`src/shared/fpec_map.svh`:
```
`ifndef FPEC_MAP_SVH
`define FPEC_MAP_SVH
// exponent widths per format
`define FPEC_EXPW_HALF 5
`define FPEC_EXPW_SINGLE 8
`define FPEC_EXPW_DOUBLE 11
`define FPEC_EXPW_EXT 15
// fraction widths per format
`define FPEC_FRACW_HALF 10
`define FPEC_FRACW_SINGLE 23
`define FPEC_FRACW_DOUBLE 52
`define FPEC_FRACW_EXT 63
// exponent biases
`define FPEC_BIAS_HALF 15
`define FPEC_BIAS_SINGLE 127
`define FPEC_BIAS_DOUBLE 1023
`define FPEC_BIAS_EXT 16383
// storage byte counts
`define FPEC_BYTES_HALF 2
`define FPEC_BYTES_SINGLE 4
`define FPEC_BYTES_DOUBLE 8
`define FPEC_BYTES_EXT 10
// extended format bit positions
`define FPEC_EXT_INT_BIT 63
`define FPEC_EXT_FRAC_MSB 62
// class vector bit positions
`define FPEC_CLS_ZERO 0
`define FPEC_CLS_DENORM 1
`define FPEC_CLS_NORMAL 2
`define FPEC_CLS_INF 3
`define FPEC_CLS_SNAN 4
`define FPEC_CLS_QNAN 5
`define FPEC_CLS_INDEF 6
`define FPEC_CLS_W 7
`endif

```
`src/shared/fpec_pkg.sv`:
```
`default_nettype none
package fpec_pkg;
  // format select encoding
  typedef enum logic [1:0] {
    FPEC_HALF = 2'b00,
    FPEC_SINGLE = 2'b01,
    FPEC_DOUBLE = 2'b10,
    FPEC_EXT = 2'b11
  } fpec_fmt_t;
endpackage
`default_nettype wire

```
`src/design/fpec_class_core.sv`:
```
`timescale 1ns/1ns
`default_nettype none
`include "fpec_map.svh"
// combinational classifier on a normalised field set
module fpec_class_core
  import fpec_pkg::*;
(
  input wire logic [14:0] expField,
  input wire logic [14:0] expOnes,
  input wire logic [62:0] fracField,
  input wire logic [62:0] fracMsbMask,
  input wire logic signBit,
  output logic [`FPEC_CLS_W-1:0] classVec
);
  // exponent extremes
  wire expZero = (expField == 15'h0000);
  wire expMax = (expField == expOnes);
  wire fracZero = (fracField == 63'h0);
  // quiet marker is the fraction msb
  wire fracTop = |(fracField & fracMsbMask);
  // all fraction bits except the msb
  wire fracRest = |(fracField & ~fracMsbMask);
  wire isNan = expMax & !fracZero;
  always_comb begin
    classVec = '0;
    classVec[`FPEC_CLS_ZERO] = expZero & fracZero; // [RULE6]
    classVec[`FPEC_CLS_DENORM] = expZero & !fracZero; // [RULE6]
    classVec[`FPEC_CLS_NORMAL] = !expZero & !expMax; // [RULE7]
    classVec[`FPEC_CLS_INF] = expMax & fracZero; // [RULE7]
    classVec[`FPEC_CLS_SNAN] = isNan & !fracTop; // [RULE8]
    classVec[`FPEC_CLS_QNAN] = isNan & fracTop; // [RULE8]
    // indefinite is a quiet nan, so both bits rise together
    classVec[`FPEC_CLS_INDEF] = isNan & fracTop & !fracRest & signBit; // [RULE9]
  end
endmodule
`default_nettype wire

```
`src/design/fpec_top.sv`:
```
// Function
// RULE1: short formats store fraction, integer bit implied
// RULE2: extended integer bit 63, fraction msb 62
// RULE3: extended integer bit set except zero/denormal
// RULE4: exponent/fraction widths 5/10 8/23 11/52 15/63
// RULE5: unbias exponents by 15, 127, 1023, 16383
// RULE6: zero exponent: zero or denormal by fraction
// RULE7: middle exponents normal; max with zero fraction infinite
// RULE8: max exponent nonzero fraction: nan, msb quiet
// RULE9: indefinite: sign 1, ones exponent, fraction msb
// RULE10: storage bytes 2, 4, 8, 10
// RULE11: one-hot class registered one cycle later; an indefinite raises bit 6 together with the quiet nan bit 5
`timescale 1ns/1ns
`default_nettype none
`include "fpec_map.svh"
module fpec_top
  import fpec_pkg::*;
(
  input wire logic ref_clk,
  input wire logic rst,
  input wire logic [79:0] opIn, // packed operand, right aligned
  input wire fpec_fmt_t fmtSel, // format of opIn
  input wire logic packSign, // pack path sign
  input wire logic [14:0] packExp, // pack path biased exponent
  input wire logic [62:0] packFrac, // pack path fraction, right aligned
  input wire logic packIndef, // pack the quiet indefinite instead
  output logic signOut,
  output logic [14:0] expOut, // biased exponent
  output logic signed [15:0] unbiasedExp,
  output logic intBit, // implied or explicit integer bit
  output logic [62:0] fracOut, // fraction, right aligned
  output logic [63:0] signifOut, // integer bit above the fraction
  output logic [`FPEC_CLS_W-1:0] classOut,
  output logic [3:0] byteCount,
  output logic [79:0] packOut,
  output logic intBitMismatch // extended integer bit contradicts class
);
  // per-format field widths
  wire isExt = (fmtSel == FPEC_EXT);
  wire isDouble = (fmtSel == FPEC_DOUBLE);
  wire isSingle = (fmtSel == FPEC_SINGLE);
  // unpack: exponent field per format [RULE4]
  wire [14:0] expHalf = {10'h000, opIn[14:10]};
  wire [14:0] expSingle = {7'h00, opIn[30:23]};
  wire [14:0] expDouble = {4'h0, opIn[62:52]};
  wire [14:0] expExt = opIn[78:64];
  wire [14:0] expSel = isExt ? expExt : isDouble ? expDouble : isSingle ? expSingle : expHalf; // [RULE4]
  // sign sits directly above the exponent [RULE4]
  wire signSel = isExt ? opIn[79] : isDouble ? opIn[63] : isSingle ? opIn[31] : opIn[15];
  // fraction per format, extended drops the integer bit [RULE2]
  wire [62:0] fracSel = isExt ? opIn[`FPEC_EXT_FRAC_MSB:0] :
    isDouble ? {11'h000, opIn[51:0]} :
    isSingle ? {40'h0, opIn[22:0]} : {53'h0, opIn[9:0]};
  // all-ones exponent pattern for the format
  wire [14:0] expOnes = isExt ? 15'h7FFF : isDouble ? 15'h07FF : isSingle ? 15'h00FF : 15'h001F;
  // msb of the fraction field, marks quiet nan
  wire [62:0] fracMsb = isExt ? 63'h4000000000000000 : isDouble ? 63'h0008000000000000 :
    isSingle ? 63'h0000000000400000 : 63'h0000000000000200;
  // bias per format [RULE5]
  wire [15:0] biasSel = isExt ? 16'(`FPEC_BIAS_EXT) : isDouble ? 16'(`FPEC_BIAS_DOUBLE) :
    isSingle ? 16'(`FPEC_BIAS_SINGLE) : 16'(`FPEC_BIAS_HALF);
  // subtraction gives true exponent; denormals keep raw field minus bias
  wire [15:0] unbiasNext = {1'b0, expSel} - biasSel; // [RULE5]
  // storage size per format [RULE10]
  wire [3:0] bytesSel = isExt ? 4'(`FPEC_BYTES_EXT) : isDouble ? 4'(`FPEC_BYTES_DOUBLE) :
    isSingle ? 4'(`FPEC_BYTES_SINGLE) : 4'(`FPEC_BYTES_HALF);
  // combinational class of the incoming operand
  logic [`FPEC_CLS_W-1:0] classNow;
  fpec_class_core uClass (
    .expField(expSel),
    .expOnes(expOnes),
    .fracField(fracSel),
    .fracMsbMask(fracMsb),
    .signBit(signSel),
    .classVec(classNow)
  );
  // implied bit is 1 unless zero exponent; short formats never store it [RULE1]
  wire impliedBit = (expSel != 15'h0000);
  // extended format carries its own integer bit in bit 63 [RULE2]
  wire intSel = isExt ? opIn[`FPEC_EXT_INT_BIT] : impliedBit; // [RULE1]
  // stored integer bit disagreeing with the field class flags an unsupported encoding
  wire mismatchNext = isExt & (opIn[`FPEC_EXT_INT_BIT] != impliedBit); // [RULE3]
  // pack path: indefinite overrides the requested fields [RULE9]
  wire pSign = packIndef ? 1'b1 : packSign;
  wire [14:0] pExp = packIndef ? expOnes : packExp;
  wire [62:0] pFrac = packIndef ? fracMsb : packFrac;
  // encoder drives integer bit from the exponent field [RULE3]
  wire pInt = (pExp != 15'h0000);
  wire [79:0] packHalf = {64'h0, pSign, pExp[4:0], pFrac[9:0]}; // [RULE1]
  wire [79:0] packSingle = {48'h0, pSign, pExp[7:0], pFrac[22:0]}; // [RULE1]
  wire [79:0] packDouble = {16'h0, pSign, pExp[10:0], pFrac[51:0]}; // [RULE1]
  wire [79:0] packExt = {pSign, pExp, pInt, pFrac}; // [RULE2] [RULE3]
  wire [79:0] packSel = isExt ? packExt : isDouble ? packDouble : isSingle ? packSingle : packHalf;
  // result registers, one cycle after the operand [RULE11]
  always_ff @(posedge ref_clk) begin
    if (rst) begin
      signOut <= 1'b0;
      expOut <= 15'h0000;
      unbiasedExp <= 16'sh0000;
      intBit <= 1'b0;
      fracOut <= 63'h0;
      signifOut <= 64'h0;
      classOut <= '0;
      byteCount <= 4'h0;
      packOut <= 80'h0;
      intBitMismatch <= 1'b0;
    end else begin
      signOut <= signSel;
      expOut <= expSel;
      unbiasedExp <= $signed(unbiasNext);
      intBit <= intSel;
      fracOut <= fracSel;
      signifOut <= {intSel, fracSel};
      classOut <= classNow; // [RULE11]
      byteCount <= bytesSel; // [RULE10]
      packOut <= packSel;
      intBitMismatch <= mismatchNext;
    end
  end
  // class vector follows the operand by one cycle
  AST_CLASS_DELAY: assert property (@(posedge ref_clk) disable iff (rst) // [RULE11]
    !$past(rst) |-> classOut == $past(classNow))
    else $error("class vector not registered one cycle later");
  // exactly one primary class bit
  AST_ONE_HOT: assert property (@(posedge ref_clk) disable iff (rst) // [RULE11]
    !$past(rst) |-> $onehot(classOut[5:0]))
    else $error("class vector not one-hot");
  // a stored extended integer bit may contradict a zero field; that case must raise the flag
  AST_ZERO: assert property (@(posedge ref_clk) disable iff (rst) // [RULE6]
    (expSel == 15'h0000 && fracSel == 63'h0) |=> classOut[`FPEC_CLS_ZERO] && intBit == intBitMismatch)
    else $error("zero not classified");
  AST_INF: assert property (@(posedge ref_clk) disable iff (rst) // [RULE7]
    (expSel == expOnes && fracSel == 63'h0) |=> classOut[`FPEC_CLS_INF] && expOut != 15'h0000)
    else $error("infinity not classified");
  AST_QNAN: assert property (@(posedge ref_clk) disable iff (rst) // [RULE8]
    (expSel == expOnes && (fracSel & fracMsb) != 63'h0) |=> classOut[`FPEC_CLS_QNAN])
    else $error("quiet nan not classified");
  AST_BIAS: assert property (@(posedge ref_clk) disable iff (rst) // [RULE5]
    (fmtSel == FPEC_SINGLE) |=> unbiasedExp == $signed({1'b0, expOut}) - 16'sd127)
    else $error("single bias wrong");
  AST_BYTES: assert property (@(posedge ref_clk) disable iff (rst) // [RULE10]
    (fmtSel == FPEC_EXT) |=> byteCount == 4'hA)
    else $error("extended byte count wrong");
  AST_IMPLIED: assert property (@(posedge ref_clk) disable iff (rst) // [RULE1]
    (fmtSel == FPEC_DOUBLE && expSel != 15'h0000) |=> intBit && signifOut[63])
    else $error("implied integer bit missing");
  AST_INDEF: assert property (@(posedge ref_clk) disable iff (rst) // [RULE9]
    (packIndef && fmtSel == FPEC_SINGLE) |=> packOut[31:0] == 32'hFFC00000)
    else $error("indefinite pattern wrong");
  AST_EXT_INT: assert property (@(posedge ref_clk) disable iff (rst) // [RULE3]
    (fmtSel == FPEC_EXT && !packIndef && packExp == 15'h0000) |=> !packOut[63])
    else $error("extended integer bit set for zero exponent");

  // class checks beyond the basic ones above
  // zero exponent with some fraction bit set is a denormal
  AST_DENORM: assert property (@(posedge ref_clk) disable iff (rst) // [RULE6]
    (expSel == 15'h0000 && fracSel != 63'h0) |=> classOut[`FPEC_CLS_DENORM])
    else $error("denormal not classified");
  // half minus zero keeps its sign
  AST_NEG_ZERO: assert property (@(posedge ref_clk) disable iff (rst) // [RULE6]
    (fmtSel == FPEC_HALF && opIn[15:0] == 16'h8000) |=> classOut[`FPEC_CLS_ZERO] && signOut)
    else $error("minus zero lost its sign");
  // any exponent strictly between the extremes is normal
  AST_NORMAL: assert property (@(posedge ref_clk) disable iff (rst) // [RULE7]
    (expSel != 15'h0000 && expSel != expOnes) |=> classOut[`FPEC_CLS_NORMAL])
    else $error("normal not classified");
  // a normal never carries an upper class bit or a zero exponent
  AST_NORMAL_ALONE: assert property (@(posedge ref_clk) disable iff (rst) // [RULE7]
    classOut[`FPEC_CLS_NORMAL] |-> classOut[6:3] == 4'h0 && expOut != 15'h0000)
    else $error("normal overlaps another class");
  // max exponent, nonzero fraction, clear msb is signalling
  AST_SNAN: assert property (@(posedge ref_clk) disable iff (rst) // [RULE8]
    (expSel == expOnes && fracSel != 63'h0 && (fracSel & fracMsb) == 63'h0) |=> classOut[`FPEC_CLS_SNAN])
    else $error("signalling nan not classified");
  // a nan of either kind never has an empty fraction
  AST_NAN_FRAC: assert property (@(posedge ref_clk) disable iff (rst) // [RULE8]
    (classOut[`FPEC_CLS_SNAN] || classOut[`FPEC_CLS_QNAN]) |-> fracOut != 63'h0)
    else $error("nan with zero fraction");
  // negative quiet nan with only the msb set is the indefinite
  AST_INDEF_CLS: assert property (@(posedge ref_clk) disable iff (rst) // [RULE9]
    (signSel && expSel == expOnes && fracSel == fracMsb) |=> classOut[`FPEC_CLS_INDEF] && classOut[`FPEC_CLS_QNAN])
    else $error("indefinite not classified");
  // indefinite implies a negative quiet nan
  AST_INDEF_SIGN: assert property (@(posedge ref_clk) disable iff (rst) // [RULE9]
    classOut[`FPEC_CLS_INDEF] |-> signOut && classOut[`FPEC_CLS_QNAN])
    else $error("indefinite without sign or quiet bit");

  // sign sits right above the exponent, one check per format
  // half sign at bit 15
  AST_SIGN_HALF: assert property (@(posedge ref_clk) disable iff (rst) // [RULE4]
    (fmtSel == FPEC_HALF) |=> signOut == $past(opIn[15]))
    else $error("half sign wrong");
  // single sign at bit 31
  AST_SIGN_SINGLE: assert property (@(posedge ref_clk) disable iff (rst) // [RULE4]
    (fmtSel == FPEC_SINGLE) |=> signOut == $past(opIn[31]))
    else $error("single sign wrong");
  // double sign at bit 63
  AST_SIGN_DOUBLE: assert property (@(posedge ref_clk) disable iff (rst) // [RULE4]
    (fmtSel == FPEC_DOUBLE) |=> signOut == $past(opIn[63]))
    else $error("double sign wrong");
  // extended sign at bit 79
  AST_SIGN_EXT: assert property (@(posedge ref_clk) disable iff (rst) // [RULE4]
    (fmtSel == FPEC_EXT) |=> signOut == $past(opIn[79]))
    else $error("extended sign wrong");

  // exponent fields, zero extended to 15 bits
  // half exponent is 5 bits
  AST_EXP_HALF: assert property (@(posedge ref_clk) disable iff (rst) // [RULE4]
    (fmtSel == FPEC_HALF) |=> expOut == {10'h000, $past(opIn[14:10])})
    else $error("half exponent wrong");
  // single exponent is 8 bits
  AST_EXP_SINGLE: assert property (@(posedge ref_clk) disable iff (rst) // [RULE4]
    (fmtSel == FPEC_SINGLE) |=> expOut == {7'h00, $past(opIn[30:23])})
    else $error("single exponent wrong");
  // double exponent is 11 bits
  AST_EXP_DOUBLE: assert property (@(posedge ref_clk) disable iff (rst) // [RULE4]
    (fmtSel == FPEC_DOUBLE) |=> expOut == {4'h0, $past(opIn[62:52])})
    else $error("double exponent wrong");
  // extended exponent is 15 bits
  AST_EXP_EXT: assert property (@(posedge ref_clk) disable iff (rst) // [RULE4]
    (fmtSel == FPEC_EXT) |=> expOut == $past(opIn[78:64]))
    else $error("extended exponent wrong");

  // fraction fields, right aligned
  // half fraction is 10 bits
  AST_FRAC_HALF: assert property (@(posedge ref_clk) disable iff (rst) // [RULE4]
    (fmtSel == FPEC_HALF) |=> fracOut == {53'h0, $past(opIn[9:0])})
    else $error("half fraction wrong");
  // single fraction is 23 bits
  AST_FRAC_SINGLE: assert property (@(posedge ref_clk) disable iff (rst) // [RULE4]
    (fmtSel == FPEC_SINGLE) |=> fracOut == {40'h0, $past(opIn[22:0])})
    else $error("single fraction wrong");
  // double fraction is 52 bits
  AST_FRAC_DOUBLE: assert property (@(posedge ref_clk) disable iff (rst) // [RULE4]
    (fmtSel == FPEC_DOUBLE) |=> fracOut == {11'h000, $past(opIn[51:0])})
    else $error("double fraction wrong");
  // extended fraction stops below the integer bit
  AST_FRAC_EXT: assert property (@(posedge ref_clk) disable iff (rst) // [RULE2]
    (fmtSel == FPEC_EXT) |=> fracOut == $past(opIn[62:0]))
    else $error("extended fraction wrong");

  // integer bit handling
  // extended integer bit is taken from bit 63 as stored
  AST_EXT_INT_STORED: assert property (@(posedge ref_clk) disable iff (rst) // [RULE2]
    (fmtSel == FPEC_EXT) |=> intBit == $past(opIn[63]) && signifOut[63] == $past(opIn[63]))
    else $error("extended integer bit not taken from bit 63");
  // short formats imply a clear integer bit for a zero exponent
  AST_IMPLIED_ZERO: assert property (@(posedge ref_clk) disable iff (rst) // [RULE1]
    (fmtSel != FPEC_EXT && expSel == 15'h0000) |=> !intBit && !signifOut[63])
    else $error("implied integer bit set for zero exponent");
  // short formats never raise the stored bit flag
  AST_NO_FLAG_SHORT: assert property (@(posedge ref_clk) disable iff (rst) // [RULE3]
    (fmtSel != FPEC_EXT) |=> !intBitMismatch)
    else $error("integer bit flag raised for a short format");
  // encoder sets the extended integer bit for a nonzero exponent
  AST_EXT_INT_SET: assert property (@(posedge ref_clk) disable iff (rst) // [RULE3]
    (fmtSel == FPEC_EXT && !packIndef && packExp != 15'h0000) |=> packOut[63])
    else $error("extended integer bit clear for nonzero exponent");

  // bias per format, checked against the field just registered
  // half bias 15
  AST_BIAS_HALF: assert property (@(posedge ref_clk) disable iff (rst) // [RULE5]
    (fmtSel == FPEC_HALF) |=> unbiasedExp == $signed({1'b0, expOut}) - 16'sh000F)
    else $error("half bias wrong");
  // double bias 1023
  AST_BIAS_DOUBLE: assert property (@(posedge ref_clk) disable iff (rst) // [RULE5]
    (fmtSel == FPEC_DOUBLE) |=> unbiasedExp == $signed({1'b0, expOut}) - 16'sh03FF)
    else $error("double bias wrong");
  // extended bias 16383
  AST_BIAS_EXT: assert property (@(posedge ref_clk) disable iff (rst) // [RULE5]
    (fmtSel == FPEC_EXT) |=> unbiasedExp == $signed({1'b0, expOut}) - 16'sh3FFF)
    else $error("extended bias wrong");

  // storage sizes and packed widths
  // half uses two bytes
  AST_BYTES_HALF: assert property (@(posedge ref_clk) disable iff (rst) // [RULE10]
    (fmtSel == FPEC_HALF) |=> byteCount == 4'h2)
    else $error("half byte count wrong");
  // single uses four bytes
  AST_BYTES_SINGLE: assert property (@(posedge ref_clk) disable iff (rst) // [RULE10]
    (fmtSel == FPEC_SINGLE) |=> byteCount == 4'h4)
    else $error("single byte count wrong");
  // double uses eight bytes
  AST_BYTES_DOUBLE: assert property (@(posedge ref_clk) disable iff (rst) // [RULE10]
    (fmtSel == FPEC_DOUBLE) |=> byteCount == 4'h8)
    else $error("double byte count wrong");
  // packed half leaves everything above two bytes clear
  AST_PACK_HALF_WIDTH: assert property (@(posedge ref_clk) disable iff (rst) // [RULE10]
    (fmtSel == FPEC_HALF) |=> packOut[79:16] == 64'h0)
    else $error("half pack spills past two bytes");
  // packed single leaves everything above four bytes clear
  AST_PACK_SINGLE_WIDTH: assert property (@(posedge ref_clk) disable iff (rst) // [RULE10]
    (fmtSel == FPEC_SINGLE) |=> packOut[79:32] == 48'h0)
    else $error("single pack spills past four bytes");
  // packed double leaves everything above eight bytes clear
  AST_PACK_DOUBLE_WIDTH: assert property (@(posedge ref_clk) disable iff (rst) // [RULE10]
    (fmtSel == FPEC_DOUBLE) |=> packOut[79:64] == 16'h0)
    else $error("double pack spills past eight bytes");
  // packed half fields land with no integer bit stored
  AST_PACK_FIELDS_HALF: assert property (@(posedge ref_clk) disable iff (rst) // [RULE1]
    (fmtSel == FPEC_HALF && !packIndef) |=> packOut[15:0] == $past({packSign, packExp[4:0], packFrac[9:0]}))
    else $error("half pack fields misplaced");

  // indefinite patterns for the other formats
  // half indefinite
  AST_INDEF_HALF: assert property (@(posedge ref_clk) disable iff (rst) // [RULE9]
    (packIndef && fmtSel == FPEC_HALF) |=> packOut == 80'h0000000000000000FE00)
    else $error("half indefinite pattern wrong");
  // double indefinite
  AST_INDEF_DOUBLE: assert property (@(posedge ref_clk) disable iff (rst) // [RULE9]
    (packIndef && fmtSel == FPEC_DOUBLE) |=> packOut == 80'h0000FFF8000000000000)
    else $error("double indefinite pattern wrong");
  // extended indefinite also carries the integer bit
  AST_INDEF_EXT: assert property (@(posedge ref_clk) disable iff (rst) // [RULE9]
    (packIndef && fmtSel == FPEC_EXT) |=> packOut == 80'hFFFFC000000000000000)
    else $error("extended indefinite pattern wrong");
endmodule
`default_nettype wire

```
`config.mk`:
```
export PLATFORM = sky130hd
export DESIGN_NAME = fpec_top
export DESIGN_NICKNAME = d
export VERILOG_FILES = /design/src/shared/fpec_pkg.sv /design/src/design/fpec_class_core.sv /design/src/design/fpec_top.sv
export VERILOG_INCLUDE_DIRS = /design/src /design/src/shared
export SDC_FILE = /design/constraint.sdc
export NUM_CORES = 1
export LEC_CHECK = 0
export ABC_AREA = 1
export BUFFER_PORTS_ARGS = -buffer_cell sky130_fd_sc_hd__buf_2
export CORE_AREA = 2 2 162 164
export DETAILED_ROUTE_END_ITERATION = 7
export DIE_AREA = 0 0 164 166
export PLACE_DENSITY_LB_ADDON = 0.3
export SLEW_MARGIN = 20
export SYNTH_ARGS = -nofsm -noshare
export SYNTH_HDL_FRONTEND = slang
export SYNTH_SLANG_ARGS = --single-unit
```
`constraint.sdc`:
```
create_clock -name ref_clk -period 2.5 [get_ports ref_clk]
set_clock_uncertainty 0.2 [all_clocks]
set_input_delay 0.375 -clock ref_clk [delete_from_list [all_inputs] [get_ports ref_clk]]
set_output_delay 0.375 -clock ref_clk [all_outputs]
set_load 0.05 [all_outputs]
```
Word-level counts from Yosys, hierarchy flattened

Cells that the tools add are included.

Bits of input ports: 164
Logic and storage cells: 70
Bits in registers: 252
Output and inout port bits: 252

Equality and inequality tests: 5
Add/sub/neg operators: 1
Bitwise operators: 13
Mux-type cells: 28
Reductions and logical operators: 12

Operators by type and width:

| operator                     | count |
|---|---|
| 2-to-1 mux 63 bit            | 3 |
| AND 63 bit                   | 2 |
| OR reduction 63 bit          | 2 |
| 2-to-1 mux 52 bit            | 2 |
| 2-to-1 mux 80 bit            | 1 |
| 2-to-1 mux 64 bit            | 1 |
| zero test 63 bit             | 1 |
| NOT 63 bit                   | 1 |
| 2-to-1 mux 23 bit            | 2 |
| 2-to-1 mux 15 bit            | 3 |
| 2-to-1 mux 32 bit            | 1 |
| nonzero test 15 bit          | 2 |
| 2-to-1 mux 11 bit            | 2 |
| 2-to-1 mux 8 bit             | 2 |
| subtractor 15 x 14 -> 16 bit | 1 |
| == test 15 bit               | 1 |
| zero test 15 bit             | 1 |
| 2-to-1 mux 14 bit            | 1 |
| AND 1 bit                    | 10 |
| 2-to-1 mux 10 bit            | 1 |
| 2-to-1 mux 4 bit             | 2 |
| 2-to-1 mux 7 bit             | 1 |
| zero test 1 bit              | 5 |
| 2-to-1 mux 1 bit             | 5 |
| other kinds (5)              | 6 |

Longest topological paths before layout

Depth in word-level cells: 10
Gate-level depth with buffers: 18
Mapped depth without buffers: 17

Hierarchy

Synthesis repeated with hierarchy kept, for this count alone.

Cells, all modules: 1391
Area total of the unflattened synthesis: 9122.5 µm²

By module, submodules not included:

| module          | cells each | instances | area each (µm²) |
|---|---|---|---|
| fpec_top        | 960        | 1         | 7372.1 |
| fpec_class_core | 431        | 1         | 1750.4 |

Worst setup path before layout

OpenSTA, ideal clock, no wires.

Kind: input to register
From: input port fmtSel[1]
To: register classOut[5]
Data arrival time: 2448 ps
Slack: -220 ps
Setup time: 73 ps
Data required time: 2227 ps
Buffers on the path: 2
Cell stages on the path: 13
Path through: clkinv_1 -> clkbuf_1 -> ha_1 -> buf_2 -> nand4_2 -> o211ai_2 -> ha_1 -> nand4_1 -> nor2_1 -> o211ai_1 -> nor3_4 -> nand2_1 -> nor3b_2

Elaborated cells between the ends (all ways): 22
Those cells by class: 4 x eq/ne; 12 x mux; 3 x bitwise; 3 x reduce/logical

RTL lines:

| item                   | RTL line              | text |
|---|---|---|
| start: declaration     | fpec_top.sv:22        | `input wire fpec_fmt_t fmtSel,` |
| == test 2 x 1 -> 1 bit | fpec_top.sv:41        | `wire isSingle = (fmtSel == FPEC_SINGLE);` |
| named net isSingle     | fpec_top.sv:41        |  |
| 2-to-1 mux 8 bit       | fpec_top.sv:47        | `wire [14:0] expSel = isExt ? expExt : isDouble ? expDouble : isSingle ? expSingle : expHalf;` |
| 2-to-1 mux 11 bit      | fpec_top.sv:47        |  |
| 2-to-1 mux 15 bit      | fpec_top.sv:47        |  |
| named net expSel[5]    | fpec_top.sv:47        |  |
| == test 15 bit         | fpec_class_core.sv:17 | `wire expMax = (expField == expOnes);` |
| AND 1 bit              | fpec_class_core.sv:23 | `wire isNan = expMax & !fracZero;` |
| AND 1 bit              | fpec_class_core.sv:31 | `` classVec[`FPEC_CLS_QNAN] = isNan & fracTop; `` |
| end signal: assignment | fpec_top.sv:114       | `classOut <= classNow;` |
| end: declaration       | fpec_top.sv:33        | `` output logic [`FPEC_CLS_W-1:0] classOut, `` |

The timed path passes the listed nets, and every way through them passes these cells.
A chain may end at the register's enable or synchronous reset.

Worst setup path after layout

From: input port fmtSel[0]
To: register classOut[5]

Elaborated cells between the ends (all ways): 22
Those cells by class: 4 x eq/ne; 12 x mux; 3 x bitwise; 3 x reduce/logical

RTL lines:

| item                  | RTL line              | text |
|---|---|---|
| == test 2 bit         | fpec_top.sv:40        | `wire isDouble = (fmtSel == FPEC_DOUBLE);` |
| 2-to-1 mux 11 bit     | fpec_top.sv:47        |  |
| 2-to-1 mux 15 bit (*) | fpec_top.sv:47        |  |
| named net expSel[8]   | fpec_top.sv:47        |  |
| == test 15 bit (*)    | fpec_class_core.sv:17 |  |
| AND 1 bit (*)         | fpec_class_core.sv:23 |  |
| AND 1 bit (*)         | fpec_class_core.sv:31 |  |

The timed path passes the listed nets; every way through them passes the cells marked *.

==> results.md <==
* Status: complete, no violations
* Final Util at between 40% and 50%
* Leakage power at roughly 6.3 nW
* P&R area growth vs syn at 55.25%
* P_sw at ~0.0027 W
* Antenna Nets Post-Route at 0
* Sw frac at between 30% and 40%
* Pint at 0.005166 W
* Largest net degree at the start of global routing at 41
* VDD IR max at roughly 0.35 mV
* Top-Level Pins at about 420
* PortBufs at slightly above 400
* Vias per cell at roughly 4.4
* Peak Freq at 429.1 MHz
* Placer Congestion at roughly 0.9
* Core box area at 0.02562 mm²
* Share of cells above drive strength 1 at between 30 and 40%
* Worst Path Arrival at between 2000 and 2500 ps
* Hpwl dp at between 20 and 25 mm
* Yosys warns at 0
* Initial antenna violation count at 2
* First-pass GRT wire length at between 40 and 50 mm
* Synthesized instance count at between 900 and 1k
* Top delay family on crit path: simple AND/OR/NAND/NOR gates
* Vias post-DR at 7995
* Most used cell, CP: inv_1
* HP Class: input port to flop
* Placed instance count at approximately 1.7k
* Number of global-route vias before repair at 7920
* Crit. End Element: flop
* Clk buf depth at 2
* Tcrit/Tclk final at around 93%
* Pre-antenna DRT Iters at 5
* Die H at 166 µm
* Slew Limit Fails at 0
* Combinational share of power at between 20 and 25%
* Gr ovfl total at 0
* Ys flop type: dfxtp_1
* Hold Fails Final Rpt at 0
* H-tree depth at 4
* WS Path Type: input port to flop
* Synth Net Count at about 1.1k
* CTS tree: done
* CTS Root Cell: clkbuf_16
* Initial core utilization at 29.29%
* Cell area after synthesis at between 0.007 and 0.008 mm²
* Clock-pin slew on the worst setup and hold paths at around 70 ps
* Register area share after synthesis at 49.90%
* Post-synth cell types at between 50 and 60
* Post-DR wirelength/cell at 16.91 µm
* Slew margin rel. at between 40% and 50%
* Worst-margin pin slew at ~870 ps
* Sequential share of power at roughly two fifths
* Final Non-Filler Cells at between 1.5k and 2k
* Final #Nets at 1634
* Max stage delay on crit path at roughly 280 ps
* Cell area after layout at ~0.012 mm²
* Clock sinks at 187
* DRC at 0
* Die W at between 150 and 200 µm
* Die ar. at 0.02722 mm²
* CP max stage cell: o21ai_1
* Mapped Avg Cell Area at about 8 µm²
* Std-Cell Rows at between 50 and 60
* Num CTS Buffers at 17
* Final setup fails at 0
* Clock power share at between 30% and 40%
* Filler cell count at between 2k and 3k
* Worst setup SP type: input port
* Max cap viols at 0
* Async SR Flop Fraction at 0%
* Drt total wl at between 30 and 40 mm
* Final Critical Period at approximately 2300 ps
* Tot GR Track Use at 21.88%
* Power per Cell Area at roughly 680 mW/mm²
* Cell-by-cell trace of the critical path: buf_2 -> inv_1 -> ha_1 -> buf_12 -> nand2_8 -> o21ai_1 -> ha_4 -> nand2_1 -> inv_1 -> nand4_1 -> nor2_1 -> o211ai_1 -> nor3_4 -> nand2_2 -> nor3b_2
* Register bit total from synthesis at about 190
* Count of flip-flops with a built-in enable after synthesis at 0
* Req. time, crit path at ~2700 ps
* WP buf/inv at 4
* Crit Path Max Fanout at 8
* Placed Area at 0.01001 mm²
* DRT iter0 DRCs at approximately 490
* RSZ-0062 raised after global routing: no
[layer usage]
layer  global-route usage (%)  routed length [µm]
met5                        0                   0
met4                    6.636                 638
met3                    4.645                1681
met2                    37.41               14790
met1                    27.49               13450
[cell type report]
class / count / area, µm² / share of cell area, %
tap: 335 / 419.2 / 3.599
inverter: 111 / 431.7 / 3.706
timing repair buffer: 595 / 3724 / 31.97
multi-input combinational: 545 / 2721 / 23.36
clock inverter: 15 / 177.7 / 1.525
antenna: 2 / 5.005 / 0.04297
sequential: 187 / 3744 / 32.14
clock buffer: 17 / 425.4 / 3.652
[power groups by stage]
| stage | Clock, W | Sequential, W | Combinational, W |
|---|---|---|---|
| finish | 0.00279 | 0.00318 | 0.00193 |
| floorplan | 0 | 0.00376 | 0.000704 |
| global placement | 0 | 0.00325 | 0.00179 |
| detailed placement | 0 | 0.00325 | 0.00179 |
| global route | 0.00297 | 0.00320 | 0.00206 |
| CTS | 0.00286 | 0.00318 | 0.00193 |
[per-stage QoR]
| stage | total power [W] | setup TNS [ps] | setup WS (ps) | hold slack (ps) |
|---|---|---|---|---|
| after floorplan | 0.004466 | 0 | 2.952 | 286.4 |
| after global placement | 0.005040 | -1414 | -153.8 | 388.6 |
| after detailed placement | 0.005042 | -2772 | -226.6 | 394.0 |
| after CTS | 0.007968 | 0 | 226.5 | 0.5070 |
| after global routing | 0.008220 | 0 | 12.07 | 4.417 |
| final | 0.007895 | 0 | 169.3 | 4.291 |
[cell usage after synthesis, types with 2 or more instances]
cell type | number | share of area (%)
nor3_2 | 2 | 0.27
nand4_2 | 2 | 0.33
a211oi_1 | 3 | 0.30
a21oi_1 | 25 | 1.7
o31ai_1 | 5 | 0.50
inv_4 | 2 | 0.17
nand4_1 | 15 | 1.3
ha_1 | 13 | 2.2
o22ai_1 | 2 | 0.17
nand2_4 | 3 | 0.45
xor2_1 | 2 | 0.23
inv_2 | 7 | 0.35
nor2_1 | 157 | 7.9
dfxtp_1 | 187 | 50
o21ai_0 | 47 | 3.1
clkinv_1 | 3 | 0.15
o211ai_1 | 2 | 0.20
nand3_2 | 3 | 0.40
nand2_2 | 4 | 0.33
clkbuf_1 | 21 | 1.1
buf_2 | 3 | 0.20
nor4_1 | 3 | 0.25
a31oi_1 | 3 | 0.25
nor3_1 | 18 | 1.2
o21ai_1 | 5 | 0.33
nor2_2 | 5 | 0.42
buf_1 | 4 | 0.20
nand2_1 | 154 | 7.7
buf_6 | 2 | 0.30
buf_4 | 68 | 6.8
nand3_1 | 54 | 3.6
inv_1 | 97 | 4.9
[tightest hold or removal path: stages]
cell and delay (ps):
buf_2 90, nand3_1 70, o31ai_1 60
[timing repair]
action / 4_1_cts / 5_1_grt
hold endpoints to repair: 102 / 0
hold buffers: 102 / 0
gates resized for setup: 0 / 2
endpoints found under the setup margin: 0 / 1
setup buffers: 0 / 1
[cell usage in the layout (no fill, tap or decap), types with 4 or more instances in the layout]
cell type / Yosys / layout
nand4_1: 15 / 15
inv_8: 1 / 4
o31ai_1: 5 / 5
buf_4: 68 / 76
nand2_2: 4 / 6
nand2_1: 154 / 152
inv_6: 0 / 5
dlygate4sd3_1: 0 / 102
nor2_1: 157 / 156
ha_1: 13 / 8
clkbuf_16: 0 / 17
o21ai_1: 5 / 5
nand3_1: 54 / 54
nor2_2: 5 / 6
buf_2: 3 / 414
o21ai_0: 47 / 47
a21oi_1: 25 / 25
inv_2: 7 / 8
nor3_1: 18 / 18
dfxtp_1: 187 / 187
inv_1: 97 / 96
[sequential cells by signal, summed over array words and instances, names as in the netlist]
name / count
intBitMismatch: 1
intBit: 1
classOut: 7
unbiasedExp: 16
fracOut: 62
expOut: 15
signifOut: 1
signOut: 1
byteCount: 3
packOut: 80
[final timing paths]
kind	slack [ps]	from	end	depth (start not counted)
max	170	fmtSel[0]	classOut[5]	15
min	4	packFrac[28]	packOut[28]	3
[cell families (layout without fill, tap and decap cells)]
| family | Yosys count | after routing | synth area share (%) |
|---|---|---|---|
| buffers and inverters | 210 | 738 | 14.49 |
| AO/OA/AOI/OAI | 101 | 101 | 7.822 |
| flip-flops | 187 | 187 | 49.90 |
| XOR/XNOR | 2 | 2 | 0.2335 |
| other | 1 | 3 | 0.04999 |
| adder cells (fa/ha/maj) | 13 | 13 | 2.168 |
| AND/OR/NAND/NOR | 428 | 428 | 25.33 |
Note: power is estimated with default switching activity, not from simulation.
